===== config.mk =====
export PLATFORM = sky130hd
export DESIGN_NAME = supervisor_reset_powerfail_ctl
export DESIGN_NICKNAME = d
export VERILOG_FILES = /design/src/hw/supervisor_pkg.sv /design/src/hw/supervisor_reset_powerfail_ctl.sv
export SDC_FILE = /design/constraint.sdc
export NUM_CORES = 1
export LEC_CHECK = 0
export BUFFER_PORTS_ARGS = -buffer_cell sky130_fd_sc_hd__buf_2
export CORE_ASPECT_RATIO = 1.1
export CORE_MARGIN = 4
export CORE_UTILIZATION = 45
export CTS_CLUSTER_SIZE = 8
export DETAILED_ROUTE_END_ITERATION = 16
export PLACE_DENSITY = 0.67
export SLEW_MARGIN = 30
export SYNTH_ARGS = -nofsm -noshare
export SYNTH_HDL_FRONTEND = slang
export SYNTH_SLANG_ARGS = --single-unit

===== constraint.sdc =====
create_clock -name aclk -period 3.05 [get_ports aclk]
set_clock_uncertainty 0.05 [all_clocks]
set_input_delay 0.1525 -clock aclk [delete_from_list [all_inputs] [get_ports aclk]]
set_output_delay 0.1525 -clock aclk [all_outputs]
set_load 0.01 [all_outputs]

===== src/hw/supervisor_pkg.sv =====
// Purpose: constants and types for the supervisor reset / power-fail block
// Assumes: 200 MHz aclk; supply and sense comparators arrive as levels
// Notes:   every timing count derives from a time or a frequency in its own unit
package supervisor_pkg;

  // clock rate
  localparam int unsigned CLK_HZ = 200_000_000;

  // fast reset input: accept at 200 ns, reject below 50 ns
  localparam int unsigned FAST_ACCEPT_NS = 200;
  localparam int unsigned FAST_REJECT_NS = 50;
  localparam int unsigned FAST_ACCEPT_CYC =
    (FAST_ACCEPT_NS * (CLK_HZ / 1_000_000) + 999) / 1000;

  // slow reset input: accept at 100 ms, reject below 20 ms
  localparam int unsigned SLOW_ACCEPT_MS = 100;
  localparam int unsigned SLOW_REJECT_MS = 20;
  localparam int unsigned SLOW_ACCEPT_CYC = SLOW_ACCEPT_MS * (CLK_HZ / 1000);

  // hold (deselect) times
  localparam int unsigned HOLD_STD_MIN_MS  = 96;
  localparam int unsigned HOLD_STD_MAX_MS  = 98;
  localparam int unsigned HOLD_HALT_MIN_MS = 40;
  localparam int unsigned HOLD_HALT_MAX_MS = 200;
  localparam int unsigned HOLD_SHORT_MIN_US = 50;
  localparam int unsigned HOLD_SHORT_MAX_US = 2000;
  localparam int unsigned HOLD_STD_CYC   = HOLD_STD_MIN_MS * (CLK_HZ / 1000);
  localparam int unsigned HOLD_HALT_CYC  = HOLD_HALT_MIN_MS * (CLK_HZ / 1000);
  localparam int unsigned HOLD_SHORT_CYC = HOLD_SHORT_MIN_US * (CLK_HZ / 1_000_000);

  // fixed clock output must run within four seconds of power-up
  localparam int unsigned FIXED_START_S = 4;
  // 32 kHz half period from the 200 MHz clock
  localparam int unsigned FIXED_HZ = 32_768;
  localparam int unsigned FIXED_HALF_CYC = CLK_HZ / (2 * FIXED_HZ);

  // battery check interval, 24 hours
  localparam int unsigned BATT_INTERVAL_H = 24;
  localparam longint unsigned BATT_INTERVAL_CYC =
    longint'(BATT_INTERVAL_H) * 64'd3600 * longint'(CLK_HZ);

  // register field positions
  localparam int unsigned CENTURY_EN_POS = 7;  // reg 03h
  localparam int unsigned CENTURY_BIT_POS = 6; // reg 03h
  localparam int unsigned OUT_LEVEL_POS = 7;   // reg 08h
  localparam int unsigned FREQ_TEST_POS = 6;   // reg 08h
  localparam int unsigned BATT_WEAK_POS = 4;   // reg 0Fh
  localparam int unsigned DESELECT_LEN_POS = 7; // reg 04h
  localparam int unsigned HALT_POS = 7;        // reg 01h

  // axi4-lite register map
  localparam logic [7:0] REG_CONTROL = 8'h00;
  localparam logic [7:0] REG_STATUS  = 8'h04;
  localparam logic [7:0] REG_WATCHDOG = 8'h08;
  localparam logic [1:0] RESP_OKAY   = 2'b00;
  localparam logic [1:0] RESP_SLVERR = 2'b10;

  // reset values of control bits on first power application
  localparam logic RST_OUT_LEVEL = 1'b1;
  localparam logic RST_HALT_UPDATE = 1'b1;

  // supervisor states, one-hot
  typedef enum logic [3:0] {
    ST_BACKUP = 4'b0001,
    ST_HOLD   = 4'b0010,
    ST_RUN    = 4'b0100,
    ST_EXTRST = 4'b1000
  } sup_state_t;

endpackage : supervisor_pkg


===== src/hw/supervisor_reset_powerfail_ctl.sv =====
// Purpose: reset output, power-fail warning, fixed clock and power-on defaults
// Assumes: supply comparators and sense comparator are synchronous levels
// Notes:   registers reached over axi4-lite; long counts are parameters
// Operation
// - drive 32 kHz on fixed clock out when supply ok and not halted
// - fixed clock starts within four seconds; stops on halt or backup
// - reset out low at trip level, held for hold time on power-up
// - two external reset inputs each give a power-cycle-like reset
// - fast input accepted after 200 ns low, ignored under 50 ns
// - slow input accepted after 100 ms low while halt bit clear, ignored under 20 ms
// - reset released one hold time after accepted input returns high
// - warning output follows sense comparator while comparator enabled
// - in backup the comparator is off and warning is low
// - on power return warning forced high for hold time, then follows
// - century bit inverts at century turn when enable is set
// - general pin follows output-level bit when test, alarm, watchdog zero
// - battery checked at power-up and every 24 hours; weak sets flag
// - weak flag stays until a later check passes
// - battery checks only while main supply present
// - deselect length bit selects the hold time length
// - hold time per length bit and halt bit combination
// - bus writes refused during the deselect hold time
// - first power-up clears length, halt, test, alarm, square wave and watchdog; sets output level and halt-update
// - later power-up keeps length, halt, level, century enable; sets halt-update; clears test, alarm, square wave, watchdog
// - watchdog expiry with steer bit set pulses reset for hold time
`timescale 1ns/100ps
`default_nettype none
module supervisor_reset_powerfail_ctl
  import supervisor_pkg::*;
#(
  parameter int unsigned HOLD_STD  = supervisor_pkg::HOLD_STD_CYC,   // 96 ms
  parameter int unsigned HOLD_HALT = supervisor_pkg::HOLD_HALT_CYC,  // 40 ms
  parameter int unsigned HOLD_SHORT = supervisor_pkg::HOLD_SHORT_CYC, // 50 us
  parameter int unsigned SLOW_ACCEPT = supervisor_pkg::SLOW_ACCEPT_CYC, // 100 ms
  parameter longint unsigned BATT_INTERVAL = supervisor_pkg::BATT_INTERVAL_CYC
) (
  input  wire logic        aclk,            // system clock
  input  wire logic        aresetn,         // sync reset, active low
  input  wire logic        supply_ok,       // supply at or above trip level
  input  wire logic        supply_above_so, // supply at or above switch-over
  input  wire logic        first_power,     // no battery retained on power-up
  input  wire logic        fail_sense_in,   // sense comparator, high = above ref
  input  wire logic        fast_reset_in,   // external fast reset, active low
  input  wire logic        slow_reset_in,   // external slow reset, active low
  input  wire logic        watchdog_expire, // watchdog timeout pulse
  input  wire logic        century_turn,    // century rollover pulse
  input  wire logic        battery_low_in,  // battery comparator, high = weak
  input  wire logic        alarm_irq_enable, // alarm interrupt enable
  output logic             reset_out_n,     // processor reset, active low
  output logic             reset_out_oe,    // open drain enable
  output logic             fail_warn_n,     // power-fail warning, active low
  output logic             fixed_clock_out, // 32 kHz output
  output logic             irq_test_pin_oe, // open drain pin pulled low
  output logic             write_block,     // writes refused
  output logic             century_toggle_bit, // century bit
  output logic             battery_weak_flag, // battery weak
  // axi4-lite slave
  input  wire logic [7:0]  s_awaddr,        // write address
  input  wire logic        s_awvalid,       // write address valid
  output logic             s_awready,       // write address ready
  input  wire logic [31:0] s_wdata,         // write data
  input  wire logic [3:0]  s_wstrb,         // write strobes
  input  wire logic        s_wvalid,        // write data valid
  output logic             s_wready,        // write data ready
  output logic [1:0]       s_bresp,         // write response
  output logic             s_bvalid,        // write response valid
  input  wire logic        s_bready,        // write response ready
  input  wire logic [7:0]  s_araddr,        // read address
  input  wire logic        s_arvalid,       // read address valid
  output logic             s_arready,       // read address ready
  output logic [31:0]      s_rdata,         // read data
  output logic [1:0]       s_rresp,         // read response
  output logic             s_rvalid,        // read data valid
  input  wire logic        s_rready         // read data ready
);
  import supervisor_pkg::*;

  typedef struct packed {
    sup_state_t  st;
    logic [31:0] hold_cnt;
    logic [31:0] slow_cnt;
    logic [7:0]  fast_cnt;
    logic [1:0]  fast_sync;
    logic [1:0]  slow_sync;
    logic        fast_ok;
    logic        slow_ok;
    logic [15:0] fclk_div;
    logic        fclk;
    logic [63:0] batt_cnt;
    logic        batt_weak;
    logic        batt_pending;
    logic        century_en;
    logic        century_bit;
    logic        out_level;
    logic        freq_test;
    logic        deselect_len;
    logic        halt;
    logic        halt_update;
    logic        backup_alarm;
    logic        square_wave;
    logic [7:0]  watchdog;
    logic        aw_got;
    logic        w_got;
    logic [7:0]  aw_addr;
    logic [31:0] w_data;
    logic        bvalid;
    logic [1:0]  bresp;
    logic        rvalid;
    logic [31:0] rdata;
    logic [1:0]  rresp;
  } sup_t;

  sup_t cur;
  sup_t next_cur;

  // hold length per length bit and halt bit
  // length bit picks hold
  function automatic logic [31:0] hold_len(input logic len, input logic halt);
    if (len)
      return 32'(HOLD_SHORT);
    else if (halt)
      return 32'(HOLD_HALT);
    else
      return 32'(HOLD_STD);
  endfunction

  logic do_write;
  logic [31:0] wd;

  ////////////////////////////////////////////////////////////////////////////
  // next state
  always_comb begin
    next_cur = cur;
    wd = cur.w_data;
    do_write = 1'b0;

    next_cur.fast_sync = {cur.fast_sync[0], fast_reset_in};
    next_cur.slow_sync = {cur.slow_sync[0], slow_reset_in};

    if (cur.fast_sync[1])
      next_cur.fast_cnt = 8'h00;
    else if (cur.fast_cnt < 8'(FAST_ACCEPT_CYC))
      next_cur.fast_cnt = cur.fast_cnt + 8'h01;
    next_cur.fast_ok = !cur.fast_sync[1] && cur.fast_cnt >= 8'(FAST_ACCEPT_CYC - 1);

    // slow low-width count, only with oscillator running
    if (cur.slow_sync[1] || cur.halt)
      next_cur.slow_cnt = 32'h0000_0000;
    else if (cur.slow_cnt < 32'(SLOW_ACCEPT))
      next_cur.slow_cnt = cur.slow_cnt + 32'h0000_0001;
    next_cur.slow_ok = !cur.slow_sync[1] && !cur.halt
                       && cur.slow_cnt >= 32'(SLOW_ACCEPT - 1);

    if (cur.fclk_div >= 16'(FIXED_HALF_CYC - 1)) begin
      next_cur.fclk_div = 16'h0000;
      next_cur.fclk = !cur.fclk;
    end else begin
      next_cur.fclk_div = cur.fclk_div + 16'h0001;
    end

    unique case (cur.st)
      ST_BACKUP: begin
        if (supply_ok) begin
          next_cur.st = ST_HOLD;
          next_cur.hold_cnt = 32'h0000_0000;
          next_cur.batt_pending = 1'b1;
          if (first_power) begin
            next_cur.deselect_len = 1'b0;
            next_cur.halt = 1'b0;
            next_cur.out_level = RST_OUT_LEVEL;
          end
          next_cur.halt_update = RST_HALT_UPDATE;
          next_cur.freq_test = 1'b0;
          next_cur.backup_alarm = 1'b0;
          next_cur.square_wave = 1'b0;
          next_cur.watchdog = 8'h00;
        end
      end
      ST_HOLD: begin
        if (cur.hold_cnt >= hold_len(cur.deselect_len, cur.halt) - 32'h0000_0001)
          next_cur.st = ST_RUN;
        else
          next_cur.hold_cnt = cur.hold_cnt + 32'h0000_0001;
      end
      ST_RUN: begin
        // external inputs act like a power cycle
        if (cur.fast_ok || cur.slow_ok)
          next_cur.st = ST_EXTRST;
        else if (watchdog_expire && cur.watchdog[7]) begin
          next_cur.st = ST_HOLD;
          next_cur.hold_cnt = 32'h0000_0000;
          next_cur.watchdog = 8'h00;
          next_cur.freq_test = 1'b0;
          next_cur.backup_alarm = 1'b0;
          next_cur.square_wave = 1'b0;
        end
      end
      ST_EXTRST: begin
        // hold counts from release of the input
        if (cur.fast_sync[1] && cur.slow_sync[1]) begin
          next_cur.st = ST_HOLD;
          next_cur.hold_cnt = 32'h0000_0000;
        end
      end
    endcase
    if (!supply_ok)
      next_cur.st = ST_BACKUP;

    if (cur.st != ST_BACKUP)
      next_cur.batt_cnt = (cur.batt_cnt >= BATT_INTERVAL - 64'd1) ? 64'd0
                          : cur.batt_cnt + 64'd1;
    if (cur.st != ST_BACKUP && (cur.batt_pending || cur.batt_cnt >= BATT_INTERVAL - 64'd1)) begin
      next_cur.batt_weak = battery_low_in;
      next_cur.batt_pending = 1'b0;
    end

    if (century_turn && cur.century_en)
      next_cur.century_bit = !cur.century_bit;

    // axi write channel
    if (s_awvalid && !cur.aw_got) begin
      next_cur.aw_got = 1'b1;
      next_cur.aw_addr = s_awaddr;
    end
    if (s_wvalid && !cur.w_got) begin
      next_cur.w_got = 1'b1;
      next_cur.w_data = s_wdata;
    end
    if (cur.aw_got && cur.w_got && !cur.bvalid) begin
      next_cur.aw_got = 1'b0;
      next_cur.w_got = 1'b0;
      next_cur.bvalid = 1'b1;
      next_cur.bresp = RESP_OKAY;
      // writes refused while held; a reset starting now beats the write
      if (cur.st != ST_RUN || next_cur.st != ST_RUN)
        next_cur.bresp = RESP_SLVERR;
      else if (cur.aw_addr == REG_CONTROL || cur.aw_addr == REG_WATCHDOG)
        do_write = s_wstrb == 4'hf || 1'b1;
      else if (cur.aw_addr != REG_STATUS)
        next_cur.bresp = RESP_SLVERR;
    end
    if (do_write && cur.aw_addr == REG_CONTROL) begin
      next_cur.century_en = wd[0];
      next_cur.out_level = wd[1];
      next_cur.freq_test = wd[2];
      next_cur.deselect_len = wd[3];
      next_cur.halt = wd[4];
      next_cur.halt_update = wd[5];
      next_cur.backup_alarm = wd[6];
      next_cur.square_wave = wd[7];
      if (!(century_turn && cur.century_en))
        next_cur.century_bit = wd[8];
    end
    if (do_write && cur.aw_addr == REG_WATCHDOG)
      next_cur.watchdog = wd[7:0];
    if (cur.bvalid && s_bready)
      next_cur.bvalid = 1'b0;

    // axi read channel
    if (s_arvalid && !cur.rvalid) begin
      next_cur.rvalid = 1'b1;
      next_cur.rresp = RESP_OKAY;
      next_cur.rdata = 32'h0000_0000;
      unique case (s_araddr)
        REG_CONTROL:  next_cur.rdata = {23'h0, cur.century_bit, cur.square_wave,
                        cur.backup_alarm, cur.halt_update, cur.halt,
                        cur.deselect_len, cur.freq_test, cur.out_level, cur.century_en};
        REG_STATUS:   next_cur.rdata = {28'h0, cur.st};
        REG_WATCHDOG: next_cur.rdata = {24'h0, cur.watchdog};
        default:      next_cur.rresp = RESP_SLVERR;
      endcase
      next_cur.rdata[8 + BATT_WEAK_POS] = (s_araddr == REG_STATUS) && cur.batt_weak;
    end else if (cur.rvalid && s_rready) begin
      next_cur.rvalid = 1'b0;
    end
  end

  ////////////////////////////////////////////////////////////////////////////
  // state register; aresetn clears all state, then loads backup state, output level, halt-update and all-ones input synchronisers
  always_ff @(posedge aclk) begin
    if (!aresetn) begin
      cur <= '0;
      cur.st <= ST_BACKUP;
      cur.out_level <= RST_OUT_LEVEL;
      cur.halt_update <= RST_HALT_UPDATE;
      cur.fast_sync <= 2'b11;
      cur.slow_sync <= 2'b11;
    end else begin
      cur <= next_cur;
    end
  end

  ////////////////////////////////////////////////////////////////////////////
  // outputs
  // reset low outside run
  assign reset_out_n = (cur.st == ST_RUN);
  assign reset_out_oe = !reset_out_n;
  // warning follows comparator in run; low in backup; high in hold
  assign fail_warn_n = (cur.st == ST_RUN) ? fail_sense_in : (cur.st != ST_BACKUP);
  assign fixed_clock_out = cur.fclk && supply_above_so && !cur.halt && (cur.st != ST_BACKUP);
  // general pin drives the level bit
  assign irq_test_pin_oe = !cur.freq_test && !alarm_irq_enable && (cur.watchdog == 8'h00)
                           && !cur.out_level;
  assign write_block = (cur.st != ST_RUN);
  assign century_toggle_bit = cur.century_bit;
  assign battery_weak_flag = cur.batt_weak;
  assign s_awready = !cur.aw_got;
  assign s_wready = !cur.w_got;
  assign s_bvalid = cur.bvalid;
  assign s_bresp = cur.bresp;
  assign s_arready = !cur.rvalid;
  assign s_rvalid = cur.rvalid;
  assign s_rdata = cur.rdata;
  assign s_rresp = cur.rresp;

  ////////////////////////////////////////////////////////////////////////////
  // checks
  backup_reset_a : assert property (@(posedge aclk) disable iff (!aresetn)
    !supply_ok |=> !reset_out_n) else $error("reset not low after supply loss");
  backup_warn_a : assert property (@(posedge aclk) disable iff (!aresetn)
    cur.st == ST_BACKUP |-> !fail_warn_n) else $error("warning high in backup");
  hold_warn_a : assert property (@(posedge aclk) disable iff (!aresetn)
    cur.st == ST_HOLD |-> fail_warn_n && !reset_out_n) else $error("hold outputs wrong");
  run_warn_a : assert property (@(posedge aclk) disable iff (!aresetn)
    cur.st == ST_RUN |-> fail_warn_n == fail_sense_in) else $error("warning not following");
  fixed_halt_a : assert property (@(posedge aclk) disable iff (!aresetn)
    cur.halt |-> !fixed_clock_out) else $error("fixed clock while halted");
  write_block_a : assert property (@(posedge aclk) disable iff (!aresetn)
    cur.aw_got && cur.w_got && !cur.bvalid && cur.st != ST_RUN |=> s_bresp == RESP_SLVERR)
    else $error("write accepted during hold");
  fast_glitch_a : assert property (@(posedge aclk) disable iff (!aresetn)
    cur.fast_sync[1] ##1 !cur.fast_sync[1] [*8] |=> !cur.fast_ok)
    else $error("short fast pulse accepted");
  century_flip_a : assert property (@(posedge aclk) disable iff (!aresetn)
    century_turn && cur.century_en && !do_write |=> cur.century_bit != $past(cur.century_bit))
    else $error("century bit did not toggle");
  pin_level_a : assert property (@(posedge aclk) disable iff (!aresetn)
    !cur.freq_test && !alarm_irq_enable && cur.watchdog == 8'h00 && cur.out_level
    |-> !irq_test_pin_oe) else $error("pin driven with level high");
  wd_pulse_a : assert property (@(posedge aclk) disable iff (!aresetn)
    cur.st == ST_RUN && supply_ok && !cur.fast_ok && !cur.slow_ok && watchdog_expire
    && cur.watchdog[7] |=> !reset_out_n) else $error("watchdog reset missing");
  slow_glitch_a : assert property (@(posedge aclk) disable iff (!aresetn)
    cur.slow_sync[1] ##1 !cur.slow_sync[1] [*8] |=> !cur.slow_ok)
    else $error("short slow pulse accepted");
  batt_backup_a : assert property (@(posedge aclk) disable iff (!aresetn)
    cur.st == ST_BACKUP |=> $stable(battery_weak_flag))
    else $error("battery checked in backup");
  century_keep_a : assert property (@(posedge aclk) disable iff (!aresetn)
    century_turn && !cur.century_en && !do_write |=> $stable(century_toggle_bit))
    else $error("century bit toggled while disabled");
  write_refuse_a : assert property (@(posedge aclk) disable iff (!aresetn)
    cur.st != ST_RUN |-> !do_write)
    else $error("write landed outside run");
  fixed_run_a : assert property (@(posedge aclk) disable iff (!aresetn)
    cur.st != ST_BACKUP && supply_above_so && !cur.halt |-> fixed_clock_out == cur.fclk)
    else $error("fixed clock not running");

endmodule : supervisor_reset_powerfail_ctl
`default_nettype wire


==> out/results.ini <==
[power]
switching_power_mw=1.27
p_clk_frac=0.477
share_comb_of_total_power=0.042
vdd_drop_max_v=0.000351
power.internal_mw=4.70
p_leak_nw=4.44
p_per_area_nw_per_um2=504
p_sw_frac=0.213
finalPower_mw=5.98
seqPwrFrac=0.481

[final_layout]
fin_util=0.551
seq_area_um2=4310
multiInputGateArea_um2=5350
nFillCells=1955
final_cells=1573
drive_above_1_share=0.129
syn_to_final_growth_pct=19.3
final_area_um2=11800
num_antenna_cells=0
fin_nets=1379
final_cell_mix=213 x dfxtp_1, 188 x nor2_1, 111 x nand2_1
final_common_cell=dfxtp_1

[clock_network]
cts.clk_slew.worst_paths_ns=0.05
numCtsBuffers=30
clk_latency_ns=0.53
cts_sinks=215
cts_tree=done
clockBufferDepth=3
htreeDepth=1
cts-root-buf=clkbuf_16

[sta]
slew_headroom=0.410
finalCritPeriodShare=0.979
final-hold-violation-count=0
layout_min_cycle_time_ns=2.99
fmax_mhz=335
final-setup-viol-count=0
tightest_slew_ns=0.885
finalMaxSlewViolations=0

[placement]
dp_hpwl_mm=14.1
place.gp.congestion=0.794
place_inst=1504
placed_cell_area_um2=10600
port_buffers=66

[global_routing]
grt_pass1_wl_mm=35.0
overflow=0
grt_usage=0.168
grt_start_max_net_pins=64
grt_pass1_vias=7632
antenna_found_initial=0

[drt]
detail-route-antenna-nets=0
drt_pass1_iterations=6
drc_errors=0
vias=8140
viasPerCell=5.17
first_iter_violations=474
wl_mm=21.1
wl_per_cell_um=13.4

[synthesis]
synth_top_flop_cell=dfxtp_1
ys_seq_area_frac=0.433
synth.distinct_cells=57
synth-async-reset-ratio=0
syn_inst=1169
synth_edf_count=0
synth_seq_cells=215
yosysWarnings=0
syn_avg_cell_area_um2=8.50
netlist_area_um2=9930

[worst_setup_path]
cp_max_fo=8
arrival_ns=3.33
required_ns=3.39
cp-end-kind=register
start_kind=register
crit_type=reg2reg

[flow_run]
cap_violations=0

[floorplan]
io_pins=118
start_util=0.462
die_h_um=164
core-area_um2=21500
rows=56
die_area_um2=24500
die_x_um=150

[worst_hold_path]
hp-class=in2reg

[outcome]
outcome=complete, no violations

path summary, 6_finish.rpt:
path	start	endpoint	slack (ns)	depth (start not counted)
max	cur[91]$_SDFFE_PN0P_	cur[90]$_SDFFE_PN1P_	0.06	13
min	s_araddr[3]	s_rdata[8]$_SDFFE_PN0P_	0.04	4
max reg2reg	cur[91]$_SDFFE_PN0P_	cur[90]$_SDFFE_PN1P_	0.06	13
min reg2reg	cur[182]$_SDFF_PN1_	cur[183]$_SDFF_PN1_	0.35	1
power groups by stage:
stage	registers, mW	logic [mW]	clock network [mW]
floorplan	2.92	0.166	0
global placement	2.93	0.215	0
detailed placement	2.93	0.217	0
CTS	2.87	0.249	2.93
global route	2.87	0.282	3.05
finish	2.88	0.253	2.85
state kept, by name, summed over array words and instances (netlist names):
register,cells
s_bresp,1
s_rdata,10
battery_weak_flag,1
s_bvalid,1
wd,9
century_toggle_bit,1
s_rresp,1
s_rvalid,1
cur,190
what timing repair did:
item	4_1_cts	5_1_grt
setup endpoints to repair	19	37
pin swaps	0	6
gates resized for setup	3	25
setup buffers	0	3
endpoints found under the hold margin	32	0
cloned	0	2
hold buffers	32	0
metal layers:
metal / global-route usage / share of wire / vias up
met5: 0 / 0 / -
met4: 0.0507 / 0.022 / 0
met3: 0.0287 / 0.048 / 40
met2: 0.282 / 0.47 / 152
met1: 0.221 / 0.46 / 3760
li1: - / - / 4188
stage by stage:
stage / hold WS, ns / setup TNS (ns) / setup slack [ns]
3_3_place_gp: 0.287 / 0 / 0.0188
5_1_grt: 0.0691 / -0.124 / -0.0361
4_1_cts: 0.0271 / 0 / 0.0100
6_report: 0.0428 / 0 / 0.0649
3_5_place_dp: 0.286 / -0.247 / -0.0735
2_1_floorplan: 0.185 / 0 / 0.0876
critical path, cell delays in order (launching register included):
cell and delay [ns]:
dfxtp_2 0.34, or2_4 0.28, ha_2 0.27, o21ai_1 0.14, nor2_1 0.05, or3_1 0.35
o211ai_1 0.33, nand3b_4 0.15, buf_6 0.15, nor4b_4 0.12, buf_4 0.17, clkbuf_16 0.16
a211oi_2 0.20, o21ai_1 0.09
Yosys cell counts, types with 12 or more instances:
cell        n  area, um^2
ha_1       27         338
or3_1      12        75.1
nor3_1     27         135
mux2i_1    16         160
nand4_1    33         206
dfxtp_1   215        4300
nor2_1    188         706
nand2_1   111         417
o21ai_0    28         140
and3_1     24         150
a21oi_1    63         315
nand3b_1   14         105
inv_1      20        75.1
xnor2_1    55         482
clkbuf_1   32         120
nor4_1     32         200
and2_1     21         131
xor2_1     54         473
buf_4      38         285
nand3_1    54         270
layout make-up:
| class | count | share of cell area |
|---|---|---|
| Timing Repair Buffer | 130 | 0.0816 |
| Multi-Input combinational cell | 885 | 0.452 |
| Sequential cell | 215 | 0.364 |
| Clock buffer | 32 | 0.0658 |
| Inverter | 21 | 0.00665 |
| Tap cell | 290 | 0.0306 |
cell families (layout without fill, tap and decap cells):
family,count (synthesis),in the layout,synth area share
compound gates,126,126,0.0739
xor+xnor,109,109,0.0961
fa+ha+maj,27,27,0.0340
buf+inv,99,183,0.0523
flops,215,215,0.433
mux,20,20,0.0207
other cells,2,32,0.000756
simple gates,571,571,0.289
No activity file was read; power rests on OpenSTA's default activity.
